[config.mk]
export PLATFORM = sky130hd
export DESIGN_NAME = tmr8_core
export DESIGN_NICKNAME = d
export VERILOG_FILES = /design/src/tmr8_pkg.sv /design/src/tmr8_tick_gen.sv /design/src/tmr8_compare.sv /design/src/tmr8_core.sv
export SDC_FILE = /design/constraint.sdc
export NUM_CORES = 1
export LEC_CHECK = 0
export BUFFER_PORTS_ARGS = -buffer_cell sky130_fd_sc_hd__buf_2
export CAP_MARGIN = 20
export CORE_MARGIN = 2
export CORE_UTILIZATION = 50
export CTS_CLUSTER_DIAMETER = 30
export DETAILED_ROUTE_END_ITERATION = 10
export HOLD_SLACK_MARGIN = 0.02
export PLACE_DENSITY = 0.78
export REMOVE_ABC_BUFFERS = 1
export SLEW_MARGIN = 20
export SYNTH_ARGS = -nofsm -noshare
export SYNTH_HDL_FRONTEND = slang
export SYNTH_SLANG_ARGS = --single-unit
[constraint.sdc]
create_clock -name sys_clk -period 3.37 [get_ports sys_clk]
set_input_delay 0.674 -clock sys_clk [delete_from_list [all_inputs] [get_ports sys_clk]]
set_output_delay 0.674 -clock sys_clk [all_outputs]
set_load 0.005 [all_outputs]
[src/tmr8_pkg.sv]
// Package: register map, field positions, reset values and modes of the 8-bit timer core
package tmr8_pkg;

  // ==========================================================================
  // Register byte addresses
  localparam logic [7:0] ADDR_COUNT    = 8'h00;
  localparam logic [7:0] ADDR_CMP_A    = 8'h04;
  localparam logic [7:0] ADDR_CMP_B    = 8'h08;
  localparam logic [7:0] ADDR_CTRL_A   = 8'h0C;
  localparam logic [7:0] ADDR_CTRL_B   = 8'h10;
  localparam logic [7:0] ADDR_FLAG     = 8'h14;
  localparam logic [7:0] ADDR_MASK     = 8'h18;
  localparam logic [7:0] ADDR_PWR      = 8'h1C;
  localparam logic [7:0] ADDR_STATUS   = 8'h20;

  // ==========================================================================
  // Field positions
  localparam int CTRLA_WGM0_POS  = 0;   // wave_mode_bit0
  localparam int CTRLA_WGM1_POS  = 1;   // wave_mode_bit1
  localparam int CTRLA_COMB_POS  = 4;   // Output action B, 2 bits
  localparam int CTRLA_COMA_POS  = 6;   // Output action A, 2 bits
  localparam int CTRLB_CS_POS    = 0;   // clock_select_field, 3 bits
  localparam int CTRLB_WGM2_POS  = 3;   // wave_mode_bit2
  localparam int CTRLB_DIR_POS   = 4;   // Direction control, 1 = down
  localparam int FLAG_OVF_POS    = 0;
  localparam int FLAG_CMPA_POS   = 1;
  localparam int FLAG_CMPB_POS   = 2;
  localparam int PWR_BIT_POS     = 0;

  // ==========================================================================
  // Values
  localparam logic [7:0] COUNT_BOTTOM  = 8'h00;
  localparam logic [7:0] COUNT_MAX     = 8'hFF;
  localparam logic [7:0] RESET_BYTE    = 8'h00;
  localparam logic       PWR_RESET     = 1'b0;

  // Clock select encodings
  localparam logic [2:0] CS_STOP       = 3'h0;
  localparam logic [2:0] CS_DIV1       = 3'h1;
  localparam logic [2:0] CS_DIV8       = 3'h2;
  localparam logic [2:0] CS_DIV64      = 3'h3;
  localparam logic [2:0] CS_DIV256     = 3'h4;
  localparam logic [2:0] CS_DIV1024    = 3'h5;
  localparam logic [2:0] CS_EXT_FALL   = 3'h6;
  localparam logic [2:0] CS_EXT_RISE   = 3'h7;

  // Waveform modes
  localparam logic [2:0] WGM_NORMAL    = 3'h0;
  localparam logic [2:0] WGM_PC_MAX    = 3'h1;
  localparam logic [2:0] WGM_CTC       = 3'h2;
  localparam logic [2:0] WGM_FAST_MAX  = 3'h3;
  localparam logic [2:0] WGM_PC_CMPA   = 3'h5;
  localparam logic [2:0] WGM_FAST_CMPA = 3'h7;

  // Prescaler width
  localparam int PRESC_W = 10;

  // Bus answer state
  typedef enum logic [1:0] {
    BUS_IDLE,
    BUS_WRITE,
    BUS_READ
  } bus_state_t;

endpackage

[src/tmr8_tick_gen.sv]
// Timer tick generator: prescaler taps and synchronised external count pin
`timescale 1ns/100ps
module tmr8_tick_gen (
  // Clock and reset
  input  wire logic       sys_clk,
  input  wire logic       rst_b,
  // Control
  input  wire logic       enable,
  input  wire logic [2:0] clock_select_field,
  // External pin
  input  wire logic       ext_count_pin,
  // Tick out
  output logic            timer_tick
);

  logic [tmr8_pkg::PRESC_W-1:0] presc;
  logic                         pin_meta;
  logic                         pin_sync;
  logic                         pin_last;
  logic                         next_tick;

  // Free-running prescaler, cleared while stopped
  always_ff @(posedge sys_clk or negedge rst_b) begin
    if (!rst_b) begin
      presc <= '0;
    end else if (enable && clock_select_field != tmr8_pkg::CS_STOP) begin
      presc <= presc + 1'b1;
    end else begin
      presc <= '0;
    end
  end

  // Two-stage pin synchroniser
  always_ff @(posedge sys_clk or negedge rst_b) begin
    if (!rst_b) begin
      pin_meta <= 1'b0;
      pin_sync <= 1'b0;
      pin_last <= 1'b0;
    end else begin
      pin_meta <= ext_count_pin;
      pin_sync <= pin_meta;
      pin_last <= pin_sync;
    end
  end

  // Source and edge selection
  always_comb begin
    next_tick = 1'b0;
    case (clock_select_field)
      tmr8_pkg::CS_STOP:     next_tick = 1'b0;
      tmr8_pkg::CS_DIV1:     next_tick = 1'b1;
      tmr8_pkg::CS_DIV8:     next_tick = (presc[2:0] == 3'h7);
      tmr8_pkg::CS_DIV64:    next_tick = (presc[5:0] == 6'h3F);
      tmr8_pkg::CS_DIV256:   next_tick = (presc[7:0] == 8'hFF);
      tmr8_pkg::CS_DIV1024:  next_tick = (presc == 10'h3FF);
      tmr8_pkg::CS_EXT_FALL: next_tick = pin_last && !pin_sync;
      default:               next_tick = !pin_last && pin_sync;
    endcase
  end

  assign timer_tick = enable && next_tick;

endmodule

[src/tmr8_compare.sv]
// One output-compare unit: buffered compare value, match flag and wave output
`timescale 1ns/100ps
module tmr8_compare (
  // Clock and reset
  input  wire logic       sys_clk,
  input  wire logic       rst_b,
  // Software access
  input  wire logic       wr_value,
  input  wire logic [7:0] wdata,
  input  wire logic       clr_flag,
  input  wire logic [1:0] out_action,
  // Counter side
  input  wire logic       timer_tick,
  input  wire logic [7:0] count_value,
  input  wire logic       block_match,
  input  wire logic       buffered,
  input  wire logic       update_now,
  // Results
  output logic [7:0]      cmp_value,
  output logic [7:0]      cmp_buffer,
  output logic            match,
  output logic            cmp_flag,
  output logic            wave_out
);

  // Continuous equality compare
  assign match = (count_value == cmp_value);

  // Buffer register written by software
  always_ff @(posedge sys_clk or negedge rst_b) begin
    if (!rst_b) begin
      cmp_buffer <= tmr8_pkg::RESET_BYTE;
    end else if (wr_value) begin
      cmp_buffer <= wdata;
    end
  end

  // Active compare value, direct or loaded at top/bottom
  always_ff @(posedge sys_clk or negedge rst_b) begin
    if (!rst_b) begin
      cmp_value <= tmr8_pkg::RESET_BYTE;
    end else if (wr_value && !buffered) begin
      cmp_value <= wdata;
    end else if (buffered && update_now) begin
      cmp_value <= cmp_buffer;
    end
  end

  // Flag: set on tick after match, set wins over clear
  always_ff @(posedge sys_clk or negedge rst_b) begin
    if (!rst_b) begin
      cmp_flag <= 1'b0;
    end else if (timer_tick && match && !block_match) begin
      cmp_flag <= 1'b1;
    end else if (clr_flag) begin
      cmp_flag <= 1'b0;
    end
  end

  // Wave output: toggle, clear or set on a counted match
  always_ff @(posedge sys_clk or negedge rst_b) begin
    if (!rst_b) begin
      wave_out <= 1'b0;
    end else if (timer_tick && match && !block_match) begin
      case (out_action)
        2'h1:    wave_out <= !wave_out;
        2'h2:    wave_out <= 1'b0;
        2'h3:    wave_out <= 1'b1;
        default: wave_out <= wave_out;
      endcase
    end
  end

endmodule

[src/tmr8_core.sv]
// Top of the 8-bit timer/counter core with AHB-Lite register slave
//
// Functional notes
// - Count and compare values are 8-bit registers
// - Zero count raises bottom indication
// - 0xFF is the counter maximum
// - Top is 0xFF or compare A, flagged
// - Tick from prescaler or external pin edge
// - Clock select zero gives no tick
// - Count readable and writable at any time
// - Software count write beats clear/count
// - Tick clears, increments or decrements count
// - Wave mode split across control A and B
// - Both compares continuous, drive wave outputs
// - Compare match sets unit compare flag
// - Overflow flag set per wave mode
// - Three flags in one register, masked
// - Power-reduce bit one disables module
// - Two independent compare units, double-buffered in PWM modes only
// - Clear sets all counter bits zero
// - Flag set next tick, cleared by one
// - Count write blocks next-tick compare match
// - Mode zero wraps up, overflow at zero
`timescale 1ns/100ps
module tmr8_core (
  // Clock and reset
  input  wire logic        sys_clk,
  input  wire logic        rst_b,
  // AHB-Lite slave
  input  wire logic        hsel,
  input  wire logic [31:0] haddr,
  input  wire logic [1:0]  htrans,
  input  wire logic        hwrite,
  input  wire logic [2:0]  hsize,
  input  wire logic [31:0] hwdata,
  input  wire logic        hready,
  output logic [31:0]      hrdata,
  output logic             hreadyout,
  output logic             hresp,
  // Pins
  input  wire logic        ext_count_pin,
  output logic             wave_out_a,
  output logic             wave_out_b,
  // Interrupt requests, masked
  output logic             irq_overflow,
  output logic             irq_compare_a,
  output logic             irq_compare_b
);

  // ==========================================================================
  // Registers and internal signals
  logic [7:0]           count_value;
  logic [7:0]           timer_ctrl_a;
  logic [7:0]           timer_ctrl_b;
  logic [2:0]           timer_mask_reg;
  logic                 overflow_flag;
  logic                 power_reduce_bit;
  logic [7:0]           compare_a_value;
  logic [7:0]           compare_b_value;
  logic [7:0]           buf_a;
  logic [7:0]           buf_b;
  logic                 compare_a_flag;
  logic                 compare_b_flag;
  logic                 match_a;
  logic                 match_b;
  logic                 timer_tick;
  logic [2:0]           wave_mode_field;
  logic [2:0]           clock_select_field;
  logic                 count_down;
  logic                 pc_down;
  logic                 at_bottom;
  logic                 at_max;
  logic                 at_top;
  logic [7:0]           top_value;
  logic                 pwm_mode;
  logic                 block_match;
  logic                 clear_count;
  logic [7:0]           next_count;
  tmr8_pkg::bus_state_t bus_state;
  logic [7:0]           addr_q;
  logic                 wr_en;
  logic                 sw_count_wr;
  logic                 pc_mode;

  // ==========================================================================
  // Control field decode
  assign wave_mode_field = {timer_ctrl_b[tmr8_pkg::CTRLB_WGM2_POS],
                            timer_ctrl_a[tmr8_pkg::CTRLA_WGM1_POS],
                            timer_ctrl_a[tmr8_pkg::CTRLA_WGM0_POS]};
  assign clock_select_field = timer_ctrl_b[tmr8_pkg::CTRLB_CS_POS +: 3];
  assign pc_mode  = (wave_mode_field == tmr8_pkg::WGM_PC_MAX) ||
                    (wave_mode_field == tmr8_pkg::WGM_PC_CMPA);
  assign pwm_mode = pc_mode ||
                    (wave_mode_field == tmr8_pkg::WGM_FAST_MAX) ||
                    (wave_mode_field == tmr8_pkg::WGM_FAST_CMPA);

  // Bottom, max and top indications
  assign at_bottom = (count_value == tmr8_pkg::COUNT_BOTTOM);
  assign at_max    = (count_value == tmr8_pkg::COUNT_MAX);
  assign top_value = (wave_mode_field == tmr8_pkg::WGM_CTC ||
                      wave_mode_field == tmr8_pkg::WGM_PC_CMPA ||
                      wave_mode_field == tmr8_pkg::WGM_FAST_CMPA)
                     ? compare_a_value : tmr8_pkg::COUNT_MAX;
  assign at_top    = (count_value == top_value);

  // Direction: turn at top/bottom in phase correct, up only in normal mode
  assign count_down = pc_mode ? (at_top || (pc_down && !at_bottom)) :
                      (wave_mode_field != tmr8_pkg::WGM_NORMAL) &&
                      timer_ctrl_b[tmr8_pkg::CTRLB_DIR_POS];
  assign clear_count = timer_tick && at_top && !pc_mode &&
                       (wave_mode_field != tmr8_pkg::WGM_NORMAL);

  // ==========================================================================
  // Tick source
  tmr8_tick_gen u_tick (
    .sys_clk            (sys_clk),
    .rst_b              (rst_b),
    .enable             (!power_reduce_bit),
    .clock_select_field (clock_select_field),
    .ext_count_pin      (ext_count_pin),
    .timer_tick         (timer_tick)
  );

  // ==========================================================================
  // AHB-Lite slave: zero wait states, always OKAY
  assign hreadyout = 1'b1;
  assign hresp     = 1'b0;

  // Address phase capture
  always_ff @(posedge sys_clk or negedge rst_b) begin
    if (!rst_b) begin
      bus_state <= tmr8_pkg::BUS_IDLE;
      addr_q    <= 8'h00;
    end else if (hready) begin
      addr_q <= haddr[7:0];
      if (hsel && htrans[1]) begin
        bus_state <= hwrite ? tmr8_pkg::BUS_WRITE : tmr8_pkg::BUS_READ;
      end else begin
        bus_state <= tmr8_pkg::BUS_IDLE;
      end
    end
  end

  assign wr_en       = (bus_state == tmr8_pkg::BUS_WRITE);
  assign sw_count_wr = wr_en && (addr_q == tmr8_pkg::ADDR_COUNT);

  // Read mux, unmapped reads zero
  always_comb begin
    hrdata = 32'h0000_0000;
    if (addr_q == tmr8_pkg::ADDR_COUNT) begin
      hrdata[7:0] = count_value;
    end else if (addr_q == tmr8_pkg::ADDR_CMP_A) begin
      hrdata[7:0] = pwm_mode ? buf_a : compare_a_value;
    end else if (addr_q == tmr8_pkg::ADDR_CMP_B) begin
      hrdata[7:0] = pwm_mode ? buf_b : compare_b_value;
    end else if (addr_q == tmr8_pkg::ADDR_CTRL_A) begin
      hrdata[7:0] = timer_ctrl_a;
    end else if (addr_q == tmr8_pkg::ADDR_CTRL_B) begin
      hrdata[7:0] = timer_ctrl_b;
    end else if (addr_q == tmr8_pkg::ADDR_FLAG) begin
      hrdata[2:0] = {compare_b_flag, compare_a_flag, overflow_flag};
    end else if (addr_q == tmr8_pkg::ADDR_MASK) begin
      hrdata[2:0] = timer_mask_reg;
    end else if (addr_q == tmr8_pkg::ADDR_PWR) begin
      hrdata[0] = power_reduce_bit;
    end else if (addr_q == tmr8_pkg::ADDR_STATUS) begin
      hrdata[3:0] = {count_down, at_top, at_max, at_bottom};
    end
  end

  // ==========================================================================
  // Control registers
  always_ff @(posedge sys_clk or negedge rst_b) begin
    if (!rst_b) begin
      timer_ctrl_a     <= tmr8_pkg::RESET_BYTE;
      timer_ctrl_b     <= tmr8_pkg::RESET_BYTE;
      timer_mask_reg   <= 3'h0;
      power_reduce_bit <= tmr8_pkg::PWR_RESET;
    end else if (wr_en) begin
      if (addr_q == tmr8_pkg::ADDR_CTRL_A) begin
        timer_ctrl_a <= hwdata[7:0];
      end else if (addr_q == tmr8_pkg::ADDR_CTRL_B) begin
        timer_ctrl_b <= {3'h0, hwdata[4:0]};
      end else if (addr_q == tmr8_pkg::ADDR_MASK) begin
        timer_mask_reg <= hwdata[2:0];
      end else if (addr_q == tmr8_pkg::ADDR_PWR) begin
        power_reduce_bit <= hwdata[tmr8_pkg::PWR_BIT_POS];
      end
    end
  end

  // ==========================================================================
  // Counter next value
  always_comb begin
    next_count = count_value;
    if (sw_count_wr) begin
      next_count = hwdata[7:0];
    end else if (clear_count) begin
      next_count = 8'h00;
    end else if (timer_tick) begin
      next_count = count_down ? count_value - 8'h01 : count_value + 8'h01;
    end
  end

  // Counter register
  always_ff @(posedge sys_clk or negedge rst_b) begin
    if (!rst_b) begin
      count_value <= tmr8_pkg::RESET_BYTE;
    end else begin
      count_value <= next_count;
    end
  end

  // Phase-correct turnaround at top and bottom
  always_ff @(posedge sys_clk or negedge rst_b) begin
    if (!rst_b) begin
      pc_down <= 1'b0;
    end else if (timer_tick && !sw_count_wr) begin
      if (at_top) begin
        pc_down <= 1'b1;
      end else if (at_bottom) begin
        pc_down <= 1'b0;
      end
    end
  end

  // Match blocking armed by count write until next tick
  always_ff @(posedge sys_clk or negedge rst_b) begin
    if (!rst_b) begin
      block_match <= 1'b0;
    end else if (sw_count_wr) begin
      block_match <= 1'b1;
    end else if (timer_tick) begin
      block_match <= 1'b0;
    end
  end

  // Overflow flag: set wins over software clear
  always_ff @(posedge sys_clk or negedge rst_b) begin
    if (!rst_b) begin
      overflow_flag <= 1'b0;
    end else if (timer_tick && !sw_count_wr &&
                 (pc_mode ? (at_bottom && pc_down) :
                  (wave_mode_field == tmr8_pkg::WGM_NORMAL) ?
                  (at_max && !count_down) : at_max)) begin
      overflow_flag <= 1'b1;
    end else if (wr_en && addr_q == tmr8_pkg::ADDR_FLAG &&
                 hwdata[tmr8_pkg::FLAG_OVF_POS]) begin
      overflow_flag <= 1'b0;
    end
  end

  // ==========================================================================
  // Compare units
  tmr8_compare u_cmp_a (
    .sys_clk     (sys_clk),
    .rst_b       (rst_b),
    .wr_value    (wr_en && addr_q == tmr8_pkg::ADDR_CMP_A),
    .wdata       (hwdata[7:0]),
    .clr_flag    (wr_en && addr_q == tmr8_pkg::ADDR_FLAG &&
                  hwdata[tmr8_pkg::FLAG_CMPA_POS]),
    .out_action  (timer_ctrl_a[tmr8_pkg::CTRLA_COMA_POS +: 2]),
    .timer_tick  (timer_tick),
    .count_value (count_value),
    .block_match (block_match || sw_count_wr),
    .buffered    (pwm_mode),
    .update_now  (timer_tick && (pc_mode ? at_top : at_bottom)),
    .cmp_value   (compare_a_value),
    .cmp_buffer  (buf_a),
    .match       (match_a),
    .cmp_flag    (compare_a_flag),
    .wave_out    (wave_out_a)
  );

  tmr8_compare u_cmp_b (
    .sys_clk     (sys_clk),
    .rst_b       (rst_b),
    .wr_value    (wr_en && addr_q == tmr8_pkg::ADDR_CMP_B),
    .wdata       (hwdata[7:0]),
    .clr_flag    (wr_en && addr_q == tmr8_pkg::ADDR_FLAG &&
                  hwdata[tmr8_pkg::FLAG_CMPB_POS]),
    .out_action  (timer_ctrl_a[tmr8_pkg::CTRLA_COMB_POS +: 2]),
    .timer_tick  (timer_tick),
    .count_value (count_value),
    .block_match (block_match || sw_count_wr),
    .buffered    (pwm_mode),
    .update_now  (timer_tick && (pc_mode ? at_top : at_bottom)),
    .cmp_value   (compare_b_value),
    .cmp_buffer  (buf_b),
    .match       (match_b),
    .cmp_flag    (compare_b_flag),
    .wave_out    (wave_out_b)
  );

  // Masked interrupt requests
  assign irq_overflow  = overflow_flag  && timer_mask_reg[tmr8_pkg::FLAG_OVF_POS];
  assign irq_compare_a = compare_a_flag && timer_mask_reg[tmr8_pkg::FLAG_CMPA_POS];
  assign irq_compare_b = compare_b_flag && timer_mask_reg[tmr8_pkg::FLAG_CMPB_POS];

  // ==========================================================================
  // Assertions

  // Software count write lands regardless of tick
  AST_CNT_WRITE_WINS: assert property (@(posedge sys_clk) disable iff (!rst_b)
    sw_count_wr |=> count_value == $past(hwdata[7:0]))
    else $error("count write did not take priority");

  // No tick when clock select is zero
  AST_STOP_NO_TICK: assert property (@(posedge sys_clk) disable iff (!rst_b)
    clock_select_field == tmr8_pkg::CS_STOP |-> !timer_tick)
    else $error("tick while stopped");

  // Powered-down module holds count
  AST_PWR_HOLD: assert property (@(posedge sys_clk) disable iff (!rst_b)
    power_reduce_bit && !sw_count_wr |=> $stable(count_value))
    else $error("count moved while powered down");

  // Normal mode increments by one per tick
  AST_NORMAL_INC: assert property (@(posedge sys_clk) disable iff (!rst_b)
    timer_tick && !sw_count_wr && wave_mode_field == tmr8_pkg::WGM_NORMAL &&
    !count_down |=> count_value == $past(count_value) + 8'h01)
    else $error("normal mode did not increment");

  // Normal mode overflow flag set when count wraps to zero
  AST_NORMAL_OVF: assert property (@(posedge sys_clk) disable iff (!rst_b)
    timer_tick && !sw_count_wr && at_max && !count_down &&
    wave_mode_field == tmr8_pkg::WGM_NORMAL |=> overflow_flag && at_bottom)
    else $error("overflow flag missing at wrap");

  // Compare A flag after a counted match
  AST_CMPA_FLAG: assert property (@(posedge sys_clk) disable iff (!rst_b)
    timer_tick && match_a && !block_match && !sw_count_wr |=> compare_a_flag)
    else $error("compare A flag not set");

  // Compare B flag after a counted match
  AST_CMPB_FLAG: assert property (@(posedge sys_clk) disable iff (!rst_b)
    timer_tick && match_b && !block_match && !sw_count_wr |=> compare_b_flag)
    else $error("compare B flag not set");

  // Blocked match after count write
  AST_BLOCK: assert property (@(posedge sys_clk) disable iff (!rst_b)
    (block_match || sw_count_wr) && timer_tick
    |=> !$rose(compare_a_flag) && !$rose(compare_b_flag))
    else $error("match not blocked after count write");

  // CTC clears count at compare A
  AST_CTC_CLEAR: assert property (@(posedge sys_clk) disable iff (!rst_b)
    clear_count && !sw_count_wr |=> count_value == 8'h00)
    else $error("counter not cleared at top");

  // Compare B request stays low while its mask bit is zero
  AST_IRQ_MASK: assert property (@(posedge sys_clk) disable iff (!rst_b)
    !timer_mask_reg[tmr8_pkg::FLAG_CMPB_POS] |-> !irq_compare_b)
    else $error("unmasked compare B request");

endmodule

==> impl_metrics.py <==
metrics = {
    "status": {
        "status": "completed",
    },
    "route": {
        "drt-total-wl_um": 12900,
        "vias": 4323,
        "drtPass1Iterations": 5,
        "wl_per_cell_um": 17.6,
        "viasPerCell": 5.89,
        "drc_errors": 0,
        "postRouteAntennaNets": 0,
        "first_iter_violations": 302,
    },
    "logic_synthesis": {
        "synth_edf_count": 0,
        "ys.flop_type": "dfrtp_1",
        "async_flop_share": 1.00,
        "netlist.area_leader.share": 0.427,
        "yosysUniqueCellTypes": 57,
        "syn_area_sq_um": 5100,
        "ys_top_cells_by_area": "dfrtp_1 (43%), mux2_2 (6.2%), o21ai_0 (5.2%)",
        "ys_seq_elements": 87,
        "ys_seq_area_frac": 0.427,
        "synthCells": 547,
        "ys_warn_count": 0,
        "syn_avg_cell_area_sq_um": 9.32,
        "yosysTopAreaCell": "dfrtp_1",
    },
    "hold_path": {
        "worstHoldPathType": "flop to flop",
    },
    "die": {
        "die_h_um": 105,
        "rows": 36,
        "coreArea_sq_um": 9820,
        "die_w_um": 105,
        "die_area_sq_um": 11000,
        "ios": 114,
        "initial_core_util": 0.519,
    },
    "power_and_ir_drop": {
        "clkPwrFrac": 0.222,
        "p_sw_frac": 0.348,
        "peakVddDrop_uv": 327,
        "switchingPower_mw": 1.13,
        "cellLeakagePower_nw": 2.61,
        "comb_power_share": 0.354,
        "p_int_mw": 2.11,
        "p_seq_frac": 0.424,
        "powerDensity_nw_per_um2": 564,
    },
    "final_layout": {
        "layout_common_cells": "dfrtp_1 (86), nand2_1 (69), o21ai_0 (50)",
        "antenna_cells": 0,
        "final_common_cell": "dfrtp_1",
        "largest_register_ffs": 10,
        "drive_gt1_frac": 0.213,
        "area_growth_pct": 12.4,
        "final_nets": 680,
        "fin_util": 0.583,
        "largest-register": "u_tick.presc",
    },
    "worst_setup_path": {
        "cp_slowest_cell": "dfrtp_1",
        "start_kind": "flop",
        "required_ns": 3.62,
        "critPathBufInv": 2,
        "critPathMaxFanout": 3,
        "arrival_ns": 3.49,
        "crit_family": "compound AO/OA/AOI/OAI gates",
        "critPathKind": "flop to flop",
        "cp_cell_sequence": "nor4_2 > buf_4 > nand2_1 > a311o_1 > a41oi_2 > inv_1 > ha_1 > a21o_1 > a21oi_2 > o21ai_1 > o41ai_2 > xnor2_1 > a221o_1",
        "critPathMaxStageDelay_ns": 0.40,
        "cp-end-kind": "flop",
    },
    "clock_tree": {
        "hold_buffers": 0,
        "cts_buffer_depth": 2,
        "numCtsBuffers": 9,
        "insertion_delay_ns": 0.36,
        "cts_max_level": 3,
        "clkTransAtPathRegs_ns": 0.08,
        "cts-root-buf": "clkbuf_8",
        "cts_tree": "done",
        "cts.sinks": 87,
    },
    "timing": {
        "drv_slew": 0,
        "setup_viol": 0,
        "final_hold_viol_count": 0,
        "fin_skew_ns": 0.00803,
        "fmax_mhz": 308,
        "grt_setup_unrepaired": "no",
        "slew_headroom": 0.480,
        "tns_ns": 0,
        "tightest_slew_ns": 0.780,
        "period_minus_slack_ns": 3.25,
        "post-route-period-util": 0.964,
    },
    "global_route": {
        "grt_usage": 0.245,
        "grt_antenna_before_repair": 0,
        "grt_pass1_wl_um": 21200,
        "grt_pass1_vias": 4109,
        "grt.overflow.total": 0,
        "grt_max_degree": 88,
    },
    "placed_design": {
        "place.gp.congestion": 0.952,
        "numPortBuffers": 35,
        "dpl.hpwl_um": 9210,
    },
    "job": {
        "cap_viol_max_count": 0,
    },
}
synthesized netlist by cell type (all sizes together), types with 6 or more instances:
cell    count
o22ai       6
nor4        8
dfrtp      87
buf        28
inv        24
nand2      70
mux2i      25
clkbuf     20
nand2b     10
nand4       8
a21oi      23
ha          8
xor2       15
nor3        7
nor2       35
o21ai      55
nand3      10
mux2       28
power by group through the flow:
stage | Sequential (mW) | Combinational, mW | Clock [mW]
2_1_floorplan | 1.40 | 0.628 | 0
3_3_place_gp | 1.36 | 1.00 | 0
3_5_place_dp | 1.38 | 1.04 | 0
4_1_cts | 1.36 | 1.08 | 0.734
5_1_grt | 1.39 | 1.24 | 0.781
6_report | 1.37 | 1.14 | 0.718
metal layers:
| layer | wire (um) | part of all wire | GRT usage |
|---|---|---|---|
| met1 | 5470 | 0.42 | 0.316 |
| met3 | 941 | 0.073 | 0.0605 |
| met5 | 0 | 0 | 0 |
| met2 | 6110 | 0.47 | 0.395 |
| met4 | 362 | 0.028 | 0.0962 |
path summary, 6_finish.rpt:
kind                                 start         endpoint  slack, ns  cells after the start
max                         count_value[4]   count_value[7]       0.12                     13
min                        u_tick.pin_meta  u_tick.pin_sync       0.36                      0
max reg2reg                 count_value[4]   count_value[7]       0.12                     13
min reg2reg                u_tick.pin_meta  u_tick.pin_sync       0.36                      0
max in group asynchronous            rst_b        addr_q[2]       2.46                      1
min in group asynchronous            rst_b        addr_q[4]       0.37                      1
what timing repair did:
item | 4_1_cts | 5_1_grt
gates cloned | 0 | 0
gates resized for setup | 2 | 15
setup buffers | 0 | 0
pin swaps | 0 | 1
endpoints found under the setup margin | 2 | 11
kinds of logic (layout without fill, tap and decap cells):
family,Yosys count,in the layout,share of synthesized area
AND/OR/NAND/NOR,173,173,0.164
AO/OA/AOI/OAI,131,131,0.166
flip-flops,87,87,0.427
buffers and inverters,72,102,0.0732
multiplexers,53,53,0.111
XOR/XNOR,20,20,0.0344
adder cells (fa/ha/maj),9,9,0.0236
other,2,26,0.00147
cell type report:
type / count / area (sq um)
Clock buffer: 13 / 149
Clock inverter: 3 / 42.5
Inverter: 24 / 90.1
Fill cell: 873 / 4090
Multi-Input combinational cell: 412 / 2720
Tap cell: 133 / 166
Sequential cell: 87 / 2180
Timing Repair Buffer: 62 / 384
through the flow:
| step | cell area (sq um) | cells | hold WS (ns) | total power, mW | setup slack [ns] |
|---|---|---|---|---|---|
| 3_3_place_gp | 5450 | 718 | 0.337 | 2.36 | 0.0824 |
| 6_report | 5730 | 734 | 0.362 | 3.23 | 0.121 |
| 3_5_place_dp | 5450 | 718 | 0.349 | 2.42 | -0.0528 |
| 5_1_grt | 5730 | 734 | 0.383 | 3.41 | 0.00891 |
| 2_1_floorplan | 4900 | 523 | 0.331 | 2.03 | -0.205 |
| 4_1_cts | 5660 | 734 | 0.368 | 3.18 | 0.00556 |
Note: power is estimated with default switching activity, not from simulation.
